--- src/hdl/async_mux_regs.svh ---
// register offsets, field positions, reset values and timing counts
// assumes byte addressing over a 16-bit host bus with two byte lanes
`ifndef ASYNC_MUX_REGS_SVH
`define ASYNC_MUX_REGS_SVH

// ************************************************************
// register byte offsets
// ************************************************************
`define OFS_CONTROL_STATUS  3'h0
`define OFS_RX_BUF_LINE_PAR 3'h2
`define OFS_TX_EN_DTR       3'h4
`define OFS_TX_BUF_BRK      3'h6

// ************************************************************
// control_status_reg fields
// ************************************************************
`define CSR_MAINT     3
`define CSR_CLEAR     4
`define CSR_MSE       5
`define CSR_RIE       6
`define CSR_RX_CHAR_AVAILABLE     7
`define CSR_TX_LINE_NUMBER_LO  8
`define CSR_TX_LINE_NUMBER_HI  10
`define CSR_SAE       12
`define CSR_SA        13
`define CSR_TIE       14
`define CSR_TX_READY_FLAG      15

// ************************************************************
// line_parameter_reg fields
// ************************************************************
`define LPR_LINE_HI   2
`define LPR_LEN_LO    3
`define LPR_LEN_HI    4
`define LPR_STOP2     5
`define LPR_PAR_EN    6
`define LPR_PAR_ODD   7
`define LPR_SPEED_LO  8
`define LPR_SPEED_HI  11
`define LPR_RX_EN     12
`define LINE_CFG_W    10

// ************************************************************
// receive_buffer fields, reset values and counts
// ************************************************************
`define RECEIVE_BUFFER_VALID    15
`define ALARM_COUNT   5'h10
`define CFG_RESET     10'h000
`define BIT_BASE_CYC  16

`endif

--- src/hdl/async_mux_pkg.sv ---
// types shared by the multiplexer design files
// assumes the constants header supplies all numeric values
package async_mux_pkg;
  typedef logic [2:0] line_t;
  typedef enum logic [0:0] {
    SCAN_SEARCH = 1'b0,
    SCAN_HOLD   = 1'b1
  } scan_state_e;
endpackage : async_mux_pkg

--- src/hdl/rx_silo_fifo.sv ---
// first-in first-out buffer with valid/ready on both sides
// assumes a single clock; flush empties it in one cycle
`timescale 1ns/10ps
`default_nettype none
module rx_silo_fifo #(
  parameter int WIDTH = 15,
  parameter int DEPTH = 8
) (
  input  wire logic             clk,
  input  wire logic             sys_rst,
  input  wire logic             flush,
  input  wire logic             inValid,
  output logic                  inReady,
  input  wire logic [WIDTH-1:0] inData,
  output logic                  outValid,
  input  wire logic             outReady,
  output logic      [WIDTH-1:0] outData
);
  localparam int AW = $clog2(DEPTH);

  logic [WIDTH-1:0] mem [DEPTH];
  logic [AW-1:0]    wrPtr_q;
  logic [AW-1:0]    rdPtr_q;
  logic [AW:0]      count_q;
  logic             push;
  logic             pop;

  assign inReady  = (count_q != (AW+1)'(DEPTH));
  assign outValid = (count_q != '0);
  assign outData  = mem[rdPtr_q];
  assign push     = inValid & inReady;
  assign pop      = outValid & outReady;

  always_ff @(posedge clk) begin
    if (push) begin
      mem[wrPtr_q] <= inData;
    end
  end

  always_ff @(posedge clk or posedge sys_rst) begin
    if (sys_rst) begin
      wrPtr_q <= '0;
      rdPtr_q <= '0;
      count_q <= '0;
    end else if (flush) begin
      wrPtr_q <= '0;
      rdPtr_q <= '0;
      count_q <= '0;
    end else begin
      if (push) begin
        wrPtr_q <= (wrPtr_q == AW'(DEPTH-1)) ? '0 : wrPtr_q + 1'b1;
      end
      if (pop) begin
        rdPtr_q <= (rdPtr_q == AW'(DEPTH-1)) ? '0 : rdPtr_q + 1'b1;
      end
      count_q <= count_q + (AW+1)'(push) - (AW+1)'(pop);
    end
  end
endmodule : rx_silo_fifo
`default_nettype wire

--- src/hdl/async_mux.sv ---
// eight-line asynchronous multiplexer: host registers, receive silo with
// alarm, transmit scanner, per-line double-buffered transmitters, break
// assumes assembled receive characters arrive on the same clock
`timescale 1ns/10ps
`default_nettype none
`include "async_mux_regs.svh"
module async_mux #(
  parameter int LINES      = 8,
  parameter int SILO_DEPTH = 64,
  parameter int BIT_BASE   = `BIT_BASE_CYC
) (
  input  wire logic        clk,
  input  wire logic        sys_rst,
  input  wire logic [2:0]  busAddr,
  input  wire logic [1:0]  busByteEn,
  input  wire logic        busWrite,
  input  wire logic        busRead,
  input  wire logic [15:0] busWdata,
  output logic      [15:0] busRdata,
  input  wire logic        rxCharValid,
  output logic             rxCharReady,
  input  wire logic [2:0]  rxCharLine,
  input  wire logic [7:0]  rxCharData,
  input  wire logic [2:0]  rxCharStatus,
  input  wire logic [7:0]  carrierIn,
  input  wire logic [7:0]  ringIn,
  output logic      [7:0]  txData,
  output logic      [7:0]  dtrOut,
  output logic             rxIrq,
  output logic             txIrq
);
  // ************************************************************
  // bus decode
  // ************************************************************
  logic        selCsr;
  logic        selRbuf;
  logic        selTxEn;
  logic        selTxBuf;
  logic        clrPulse;
  logic        rbufAccess;
  logic        tbufWr;

  assign selCsr     = (busAddr[2:1] == 2'(`OFS_CONTROL_STATUS  >> 1));
  assign selRbuf    = (busAddr[2:1] == 2'(`OFS_RX_BUF_LINE_PAR >> 1));
  assign selTxEn    = (busAddr[2:1] == 2'(`OFS_TX_EN_DTR       >> 1));
  assign selTxBuf   = (busAddr[2:1] == 2'(`OFS_TX_BUF_BRK      >> 1));
  assign clrPulse   = busWrite & selCsr & busByteEn[0] & busWdata[`CSR_CLEAR];
  assign rbufAccess = busRead & selRbuf;

  // ************************************************************
  // control_status_reg
  // ************************************************************
  logic                      maint_q;
  logic                      mse_q;
  logic                      rie_q;
  logic                      sae_q;
  logic                      tie_q;
  logic                      saFlag_q;
  logic [4:0]                saCnt_q;
  async_mux_pkg::scan_state_e scan_q;
  async_mux_pkg::line_t       tx_line_number_q;
  logic                      tx_ready_flag;

  always_ff @(posedge clk or posedge sys_rst) begin
    if (sys_rst) begin
      maint_q <= 1'b0;
      mse_q   <= 1'b0;
      rie_q   <= 1'b0;
      sae_q   <= 1'b0;
      tie_q   <= 1'b0;
    end else if (busWrite && selCsr) begin
      if (busByteEn[0]) begin
        // clear drops scanning too, like initialisation
        maint_q <= busWdata[`CSR_MAINT] & ~busWdata[`CSR_CLEAR];
        mse_q   <= busWdata[`CSR_MSE] & ~busWdata[`CSR_CLEAR];
        rie_q   <= busWdata[`CSR_RIE] & ~busWdata[`CSR_CLEAR];
      end
      if (busByteEn[1]) begin
        sae_q <= busWdata[`CSR_SAE];
        tie_q <= busWdata[`CSR_TIE];
      end
    end
  end

  // ************************************************************
  // receive silo and alarm
  // ************************************************************
  logic [`LINE_CFG_W-1:0] lineCfg_q [LINES];
  logic                   rxLineOn;
  logic                   siloInValid;
  logic                   siloInReady;
  logic                   siloOutValid;
  logic [14:0]            siloOut;
  logic                   push;

  assign rxLineOn    = mse_q & lineCfg_q[rxCharLine][`LPR_RX_EN-3];
  assign siloInValid = rxCharValid & rxLineOn;
  // chars for a disabled line are consumed and dropped
  assign rxCharReady = siloInReady | ~rxLineOn;
  assign push        = siloInValid & siloInReady;

  rx_silo_fifo #(
    .WIDTH (15),
    .DEPTH (SILO_DEPTH)
  ) rx_silo_fifo_i (
    .clk      (clk),
    .sys_rst  (sys_rst),
    .flush    (clrPulse),
    .inValid  (siloInValid),
    .inReady  (siloInReady),
    .inData   ({rxCharStatus, 1'b0, rxCharLine, rxCharData}),
    .outValid (siloOutValid),
    .outReady (rbufAccess),
    .outData  (siloOut)
  );

  // an arrival in the access cycle still counts as one, so none is lost
  always_ff @(posedge clk or posedge sys_rst) begin
    if (sys_rst) begin
      saCnt_q  <= '0;
      saFlag_q <= 1'b0;
    end else if (clrPulse) begin
      saCnt_q  <= '0;
      saFlag_q <= 1'b0;
    end else if (rbufAccess) begin
      saCnt_q  <= {4'h0, push};
      saFlag_q <= 1'b0;
    end else if (push && saCnt_q != `ALARM_COUNT) begin
      saCnt_q  <= saCnt_q + 5'h01;
      saFlag_q <= (saCnt_q + 5'h01 == `ALARM_COUNT) | saFlag_q;
    end
  end

  // level request: with the alarm off, reasserts as long as chars remain at the bottom
  assign rxIrq = rie_q & (sae_q ? saFlag_q : siloOutValid);
  assign txIrq = tie_q & tx_ready_flag;

  // ************************************************************
  // line parameters, tx enable, terminal ready, break
  // ************************************************************
  logic [7:0] txEn_q;
  logic [7:0] brk_q;

  always_ff @(posedge clk or posedge sys_rst) begin
    if (sys_rst) begin
      for (int i = 0; i < LINES; i++) begin
        lineCfg_q[i] <= `CFG_RESET;
      end
    end else if (clrPulse) begin
      for (int i = 0; i < LINES; i++) begin
        lineCfg_q[i] <= `CFG_RESET;
      end
    end else if (busWrite && selRbuf && busByteEn == 2'b11) begin
      lineCfg_q[busWdata[`LPR_LINE_HI:0]] <= busWdata[`LPR_RX_EN:`LPR_LEN_LO];
    end
  end

  always_ff @(posedge clk or posedge sys_rst) begin
    if (sys_rst) begin
      txEn_q <= 8'h00;
      dtrOut <= 8'h00;
    end else begin
      if (clrPulse) begin
        txEn_q <= 8'h00;
      end else if (busWrite && selTxEn && busByteEn[0]) begin
        txEn_q <= busWdata[7:0];
      end
      // terminal ready survives a clear, only reset drops it
      if (busWrite && selTxEn && busByteEn[1]) begin
        dtrOut <= busWdata[15:8];
      end
    end
  end

  always_ff @(posedge clk or posedge sys_rst) begin
    if (sys_rst) begin
      brk_q <= 8'h00;
    end else if (clrPulse) begin
      brk_q <= 8'h00;
    end else if (busWrite && selTxBuf && busByteEn[1]) begin
      brk_q <= busWdata[15:8];
    end
  end

  // ************************************************************
  // modem inputs: three flops, change taken when last two agree
  // ************************************************************
  logic [15:0] mdm1_q;
  logic [15:0] mdm2_q;
  logic [15:0] mdm3_q;
  logic [15:0] mdm_q;

  always_ff @(posedge clk or posedge sys_rst) begin
    if (sys_rst) begin
      mdm1_q <= 16'h0000;
      mdm2_q <= 16'h0000;
      mdm3_q <= 16'h0000;
      mdm_q  <= 16'h0000;
    end else begin
      mdm1_q <= {carrierIn, ringIn};
      mdm2_q <= mdm1_q;
      mdm3_q <= mdm2_q;
      mdm_q  <= (mdm3_q & ~(mdm2_q ^ mdm3_q)) | (mdm_q & (mdm2_q ^ mdm3_q));
    end
  end

  // ************************************************************
  // transmit scanner
  // ************************************************************
  logic [7:0]           holdFull_q;
  logic [7:0]           need;
  async_mux_pkg::line_t found;

  assign tx_ready_flag   = (scan_q == async_mux_pkg::SCAN_HOLD);
  assign tbufWr = busWrite & selTxBuf & busByteEn[0] & tx_ready_flag;
  assign need   = txEn_q & ~holdFull_q;

  always_comb begin
    found = '0;
    // ascending walk so the highest line wins
    for (int i = 0; i < LINES; i++) begin
      if (need[i]) begin
        found = async_mux_pkg::line_t'(i);
      end
    end
  end

  always_ff @(posedge clk or posedge sys_rst) begin
    if (sys_rst) begin
      scan_q  <= async_mux_pkg::SCAN_SEARCH;
      tx_line_number_q <= '0;
    end else if (clrPulse) begin
      scan_q  <= async_mux_pkg::SCAN_SEARCH;
    end else begin
      case (scan_q)
        async_mux_pkg::SCAN_SEARCH: begin
          if (mse_q && need != 8'h00) begin
            tx_line_number_q <= found;
            scan_q  <= async_mux_pkg::SCAN_HOLD;
          end
        end
        async_mux_pkg::SCAN_HOLD: begin
          // line number frozen until serviced or disabled
          if (tbufWr || !txEn_q[tx_line_number_q]) begin
            scan_q <= async_mux_pkg::SCAN_SEARCH;
          end
        end
        default: scan_q <= async_mux_pkg::SCAN_SEARCH;
      endcase
    end
  end

  // ************************************************************
  // per-line double-buffered transmitters
  // ************************************************************
  function automatic logic [15:0] build_frame(input logic [7:0] d, input logic [6:0] cfg);
    logic [11:0] f;
    logic [3:0]  n;
    logic [7:0]  m;
    f = 12'hfff;
    n = 4'h5 + {2'b00, cfg[1:0]};
    m = d & ~(8'hff << n);
    f[0] = 1'b0;
    for (int k = 0; k < 8; k++) begin
      if (k < n) begin
        f[k+1] = m[k];
      end
    end
    if (cfg[`LPR_PAR_EN-3]) begin
      f[n+1] = (^m) ^ cfg[`LPR_PAR_ODD-3];
    end
    return {f, n + 4'h2 + {3'b000, cfg[`LPR_PAR_EN-3]} + {3'b000, cfg[`LPR_STOP2-3]}};
  endfunction : build_frame

  genvar gi;
  generate
    for (gi = 0; gi < LINES; gi++) begin : g_tx
      logic [7:0]  hold_q;
      logic [11:0] shift_q;
      logic [3:0]  bits_q;
      logic [15:0] baud_q;
      logic        active_q;
      logic [15:0] bitCyc;
      logic [15:0] frame;

      assign bitCyc = 16'(BIT_BASE * (lineCfg_q[gi][`LPR_SPEED_HI-3:`LPR_SPEED_LO-3] + 1));
      assign frame  = build_frame(hold_q, lineCfg_q[gi][6:0]);

      always_ff @(posedge clk or posedge sys_rst) begin
        if (sys_rst) begin
          holdFull_q[gi] <= 1'b0;
          hold_q         <= 8'h00;
        end else if (clrPulse) begin
          holdFull_q[gi] <= 1'b0;
        end else if (tbufWr && tx_line_number_q == async_mux_pkg::line_t'(gi)) begin
          holdFull_q[gi] <= 1'b1;
          hold_q         <= busWdata[7:0];
        end else if (!active_q && mse_q) begin
          holdFull_q[gi] <= 1'b0;
        end
      end

      always_ff @(posedge clk or posedge sys_rst) begin
        if (sys_rst) begin
          active_q <= 1'b0;
          shift_q  <= 12'hfff;
          bits_q   <= 4'h0;
          baud_q   <= 16'h0000;
        end else if (clrPulse) begin
          active_q <= 1'b0;
          shift_q  <= 12'hfff;
        end else if (!active_q) begin
          if (holdFull_q[gi] && mse_q) begin
            active_q <= 1'b1;
            shift_q  <= frame[15:4];
            bits_q   <= frame[3:0];
            baud_q   <= bitCyc - 16'h0001;
          end
        end else if (baud_q != 16'h0000) begin
          baud_q <= baud_q - 16'h0001;
        end else if (bits_q == 4'h1) begin
          active_q <= 1'b0;
          shift_q  <= 12'hfff;
        end else begin
          shift_q <= {1'b1, shift_q[11:1]};
          bits_q  <= bits_q - 4'h1;
          baud_q  <= bitCyc - 16'h0001;
        end
      end

      // break overrides the shifter, which keeps running underneath
      always_ff @(posedge clk or posedge sys_rst) begin
        if (sys_rst) begin
          txData[gi] <= 1'b1;
        end else begin
          txData[gi] <= ~brk_q[gi] & (~active_q | shift_q[0]);
        end
      end
    end
  endgenerate

  // ************************************************************
  // read data
  // ************************************************************
  always_ff @(posedge clk or posedge sys_rst) begin
    if (sys_rst) begin
      busRdata <= 16'h0000;
    end else if (busRead) begin
      case (busAddr[2:1])
        2'h0: busRdata <= {tx_ready_flag, tie_q, saFlag_q, sae_q, 1'b0, tx_line_number_q,
                           siloOutValid, rie_q, mse_q, 1'b0, maint_q, 3'h0};
        2'h1: busRdata <= {siloOutValid, siloOut};
        2'h2: busRdata <= {dtrOut, txEn_q};
        2'h3: busRdata <= mdm_q;
        default: busRdata <= 16'h0000;
      endcase
    end
  end
endmodule : async_mux
`default_nettype wire

--- config.mk ---
export PLATFORM = sky130hd
export DESIGN_NAME = async_mux
export DESIGN_NICKNAME = d
export VERILOG_FILES = /design/src/hdl/async_mux_pkg.sv /design/src/hdl/rx_silo_fifo.sv /design/src/hdl/async_mux.sv
export VERILOG_INCLUDE_DIRS = /design/src /design/src/hdl
export SDC_FILE = /design/constraint.sdc
export NUM_CORES = 2
export LEC_CHECK = 0
export BUFFER_PORTS_ARGS = -buffer_cell sky130_fd_sc_hd__buf_2
export CORE_MARGIN = 2
export CORE_UTILIZATION = 63
export CTS_BUF_LIST = sky130_fd_sc_hd__clkbuf_16
export DETAILED_ROUTE_END_ITERATION = 10
export GPL_TIMING_DRIVEN = 0
export PLACE_DENSITY = 0.86
export SYNTH_ARGS = -nofsm -noshare
export SYNTH_HDL_FRONTEND = slang
export SYNTH_SLANG_ARGS = --single-unit
--- constraint.sdc ---
create_clock -name clk -period 22.4 [get_ports clk]
set_input_delay 1.12 -clock clk [delete_from_list [all_inputs] [get_ports clk]]
set_output_delay 1.12 -clock clk [all_outputs]
set_load 0.02 [all_outputs]
== After elaboration in Yosys (flattened, before gate mapping) ==
Memories as Yosys holds them, arrays and structs flattened.
Cells that the tools add are included.
Operators by class
  add/subtract/negate cells: 77
  equal/unequal tests: 56
  reductions and logical operators: 138
  magnitude comparators: 84
  multiplexer cells: 306
  bitwise gates (word level): 87
  shift operators: 8
Operators with widths (count)
  two-way mux 16 bit: 32
  two-way mux 12 bit: 40
  two-way mux 80 bit: 2
  two-way mux 1 bit: 147
  less-than comparator 3 x 4 -> 1 bit, first input constant: 32
  two-way mux 4 bit: 32
  nonzero test 16 bit: 8
  subtractor 16 x 1 -> 16 bit, second input constant: 8
  bitwise mux 12 bit: 8
  two-way mux 11 bit: 8
  adder 4 x 1 -> 5 bit, second input constant: 16
  bitwise mux 80 bit: 1
  subtractor 9 x 1 -> 10 bit, second input constant: 8
  AND 8 bit: 9
  NOT 8 bit: 9
  adder 4 x 1 -> 4 bit: 16
  less-than comparator 1 x 4 -> 1 bit, first input constant: 16
  less-than comparator 2 x 4 -> 1 bit, first input constant: 16
  one-hot mux 16 bit (4 select lines): 1
  XOR reduction 8 bit: 8
  << shifter 8 x 4 -> 8 bit, first input constant: 8
  nonzero test 3 bit: 17
  != test 3 bit, second input constant: 16
  logical AND 1 bit: 43
  other kinds (53): 255
Storage, ports and cells
  word-level logic and storage cells: 841
  output and inout port bits: 35
  input port bits: 56
  memories: 1
  register bits after elaboration: 562
  bits in writable memories: 896
Memory list
  rx_silo_fifo_i.mem: words 64, bits a word 14, read ports 1, clocked after memory_dff 0, write ports 1, line rx_silo_fifo.sv:21  | logic [WIDTH-1:0] mem [DEPTH];

== Logic depth before layout (Yosys ltp) ==
  depth in word-level cells: 11
  gate-level depth with buffers: 16
  depth with buffers taken out: 15

== By module ==
Synthesis repeated with hierarchy kept, for this count alone.
Second synthesis, totals
  cells, all modules: 4806
  area total of the unflattened synthesis: 67489.7 µm²
Modules (own cells, without submodules)
  rx_silo_fifo: area an instance 38105.3 µm², cells each 1812, instances 1, seq. area each 29303.1 µm²
  async_mux: area an instance 29384.4 µm², cells each 2994, instances 1, seq. area each 13718.2 µm²

== Least setup slack after synthesis ==
No wires, ideal clock.
  path kind: input-to-reg
  start point: input port rxCharLine[0]
  end point: memory rx_silo_fifo_i.mem[35][0] (netlist bit), enable pin
  buffers on the path: 1
  setup slack: 17.870 ns
  arrival: 4.103 ns
  required time: 21.973 ns
  stages: 6
  setup time: 0.427 ns
  path through: mux4_1 > mux2i_1 > or4b_1 > buf_2 > or2_2 > nor4b_1
On the way
  word-level cells in the longest chain between the ends: 9
Ends and longest elaborated chain
  from (decl): line async_mux.sv:22  | input wire logic [2:0] rxCharLine,
  NOT 3 -> 4 bit (implied by the code): line async_mux.sv:96  | assign rxLineOn = mse_q & lineCfg_q[rxCharLine][`LPR_RX_EN-3];
  binary-select mux 10 bit (select 3 bit): line async_mux.sv:96
  two-way mux 10 bit (implied by the code) (2 in a row): line async_mux.sv:96
  AND 1 bit: line async_mux.sv:96
  AND 1 bit: line async_mux.sv:97  | assign siloInValid = rxCharValid & rxLineOn;
  AND 1 bit: line rx_silo_fifo.sv:31  | assign push = inValid & inReady;
  two-way mux 1 bit: line rx_silo_fifo.sv:35  | if (push) begin
  two-way mux 1 bit (implied by the code): line rx_silo_fifo.sv:36  | mem[wrPtr_q] <= inData;
  to (decl): line rx_silo_fifo.sv:21
Every way passes these cells. The select of a mux whose other input is x is not followed.

== Final worst setup path ==
  start point: input port rxCharLine[0]
  end point: memory rx_silo_fifo_i.mem[33][13] (netlist bit), enable pin
Same word-level chain as after synthesis.

==> impl_metrics.toml <==
[clocking]
htree_num_levels = 4
cts_root_buf = "clkbuf_16"
insertion_delay_ps = 790
ctsResizeCount = 0
clock_sinks = 1458
cts_buffers = 148
clk_pin_slew_ps = 60
cts-hold-fix-buffers = 0
clockBufferDepth = 3
cts_tree = "done"
cts_setup_buffers = 0

[timing]
slew_headroom_pct = 0.489
worst_slack_ps = 17250
slew_viol_final = 0
finalSetupViolCount = 0
finClkSkew_ps = 29.6
min_period_ps = 5150
hold_viol = 0
fmax_ghz = 0.194
worst-slew-pin-transition_ps = 1490
rsz0062_at_grt = "false"
fin_crit_sh_pct = 23.0

[yosys]
synthDistinctLibCells = 99
netlist_top_cells_area = "edfxtp_1 41%, dfrtp_1 18%, mux4_2 7.0%"
synth-main-ff-cell = "edfxtp_1"
ys_seq_area_share_pct = 63.2
synth_edf_count = 896
syn_nets = 4911
syn_avg_cell_area_um2 = 13.8
yosys_warnings = 0
syn-cell-area_um2 = 65000
netlist.area_leader.share_pct = 41.4
async_reset_ff_share_pct = 38.5
yosysTopAreaCell = "edfxtp_1"
ys_seq_elements = 1458
synthCells = 4704

[route]
via_count = 43923
ant_nets = 0
wl_mm = 185
vias_per_cell = 6.79
remaining_drc_errors = 0
drtIter0Drc = 6296
first_pass_iters = 6
wl_per_cell_um = 28.6

[global_route]
grt_pass1_vias = 43492
grtUsageMet1_pct = 43.6
grt_pass1_wl_mm = 275
grt.met3_usage_pct = 8.88
antenna_found_initial = 4
grt_overflow_total = 0
grt_max_degree = 128
grtUsageMet2_pct = 55.8
grtUsageTotal_pct = 34.9
grt_busiest_layer = "met2"

[run_status]
violations = "max-capacitance violations"
status = "complete, but fails checks"

[floorplanning]
rows = 117
core_um2 = 102000
die-height_um = 325
start_util_pct = 63.7
io_pins = 91
die_width_um = 325
dieArea_um2 = 106000

[placement]
port_buffers = 80
detailed_place_hpwl_mm = 120
globalplace.congestion = 1.00
dpl_worst_slack_ps = 16000
place_area_um2 = 67600

[final_layout]
nFillCells = 6428
nets = 5176
ff_latch_area_um2 = 41100
multiInputGateArea_um2 = 22400
final_util_pct = 71.2
drive_above_1_share_pct = 17.8
syn_to_final_growth_pct = 11.8
final_area_um2 = 72700

[setup_path]
crit_family = "simple AND/OR/NAND/NOR gates"
endpoint_kind = "flop"
worstPathArrival_ps = 5550
start_kind = "input port"
max_stage_delay_ps = 1200
path_max_fanout = 66
cp_slowest_cell = "nor2_1"
path_class = "in2reg"
worstPathRequired_ps = 22800
path_buf_inv = 2
cp_common_cell = "nor2_1"
crit_chain = "buf_4 > mux4_1 > mux2i_1 > or4b_1 > buf_2 > nor2_1 > nand3b_1 > nor2_1"

[pwr]
power_leakage_nw = 26.8
powerDensity_nw_per_um2 = 115
peakVddDrop_v = 0.000107

[flow_run]
maxCapViolations = 1

[hold_path]
hp-class = "reg2reg"
-- final timing paths --
kind / startpoint / endpoint / slack (ps) / cells past startpoint
worst max-delay path: rxCharLine[0] / rx_silo_fifo_i.mem[33][13] / 17250 / 8
worst min-delay path: mdm1_q[11] / mdm2_q[11] / 340 / 0
worst max register to register: rx_silo_fifo_i.rdPtr_q[2] / busRdata[13] / 17970 / 10
worst min register to register: mdm1_q[11] / mdm2_q[11] / 340 / 0
max in group asynchronous: sys_rst / txData[0] / 19800 / 5
min in group asynchronous: sys_rst / mdm1_q[10] / 470 / 2
-- per-stage QoR --
stage / std cells / hold WS [ps] / TNS (ps) / total power, W
floorplan: 4704 / 331 / 0 / 0.00505
global placement: 6152 / 333 / -68260 / 0.00569
detailed placement: 6185 / 339 / 0 / 0.00579
CTS: 6458 / 333 / 0 / 0.00831
global route: 6461 / 345 / 0 / 0.00866
finish: 6465 / 336 / 0 / 0.00837
-- cell usage in the layout, fill, tap and decap left out, drive strengths merged, types with 64 or more instances in the layout --
cell type / Yosys / final
a21oi: 264 / 264
a31oi: 67 / 67
buf: 100 / 215
clkbuf: 134 / 283
clkinv: 2 / 67
dfrtp: 458 / 458
dfstp: 104 / 104
edfxtp: 896 / 896
ha: 142 / 142
inv: 153 / 188
mux2: 95 / 95
mux2i: 203 / 203
mux4: 203 / 203
nand2: 302 / 302
nor2: 408 / 408
nor3: 84 / 84
o21ai: 221 / 221
o22ai: 64 / 64
xnor2: 76 / 76
-- cell type report --
type                            count  share of cell area, %
Antenna cell                        5                 0.0172
Buffer                            234                   1.45
Clock buffer                      149                   5.13
Clock inverter                    124                   1.67
Inverter                          155                  0.811
Multi-Input combinational cell   2857                   30.8
Sequential cell                  1458                   56.5
Tap cell                         1368                   2.36
Timing Repair Buffer              115                   1.19
-- layer usage --
| layer | wire length [um] | up-vias |
|---|---|---|
| li1 | - | 18368 |
| met1 | 65300 | 21907 |
| met2 | 87500 | 2964 |
| met3 | 19900 | 678 |
| met4 | 11900 | 6 |
| met5 | 33 | - |
-- registers in the layout (all words and copies together), names as in the netlist, 16 cells and up, named ones only --
| register | count |
|---|---|
| mdm2_q | 16 |
| mdm1_q | 16 |
| lineCfg_q | 80 |
| g_tx.shift_q | 96 |
| mdm3_q | 16 |
| g_tx.baud_q | 128 |
| rx_silo_fifo_i.mem | 896 |
| busRdata | 16 |
| g_tx.bits_q | 32 |
| g_tx.hold_q | 64 |
-- report_power, final --
part	internal [W]	total [W]	switching (W)	leakage, nW
registers	0.00315	0.00341	0.000255	15.0
logic	0.000955	0.00244	0.00148	9.37
clock network	0.00142	0.00252	0.00111	2.49
total	0.00553	0.00837	0.00284	26.8
-- synth_stat cells (all sizes together), types with 76 or more instances --
master	n
clkbuf	134
inv	153
dfstp	104
nor2	408
mux2i	203
xnor2	76
edfxtp	896
dfrtp	458
buf	100
nand2	302
nor3	84
o21ai	221
mux2	95
mux4	203
a21oi	264
ha	142
-- worst register-to-register path: stages, from the launching register on --
cell and delay [ps]:
dfrtp_1 350, buf_2 270, buf_2 300, buf_2 410, buf_2 490, mux4_2 390
mux2i_1 270, o22ai_1 380, nor3_1 940, nor2_1 110, or3_1 390
-- logic make-up (layout without fill, tap and decap cells) --
group	after synthesis	count (layout)	share of synthesized area (%)
flops	1458	1458	63.2
fa+ha+maj	167	167	3.26
buf+inv	389	777	2.52
xor+xnor	106	106	1.60
compound gates	933	933	9.18
other cells	0	5	0
mux	501	501	11.8
simple gates	1150	1150	8.40
Power figures use the tool's default switching activity.
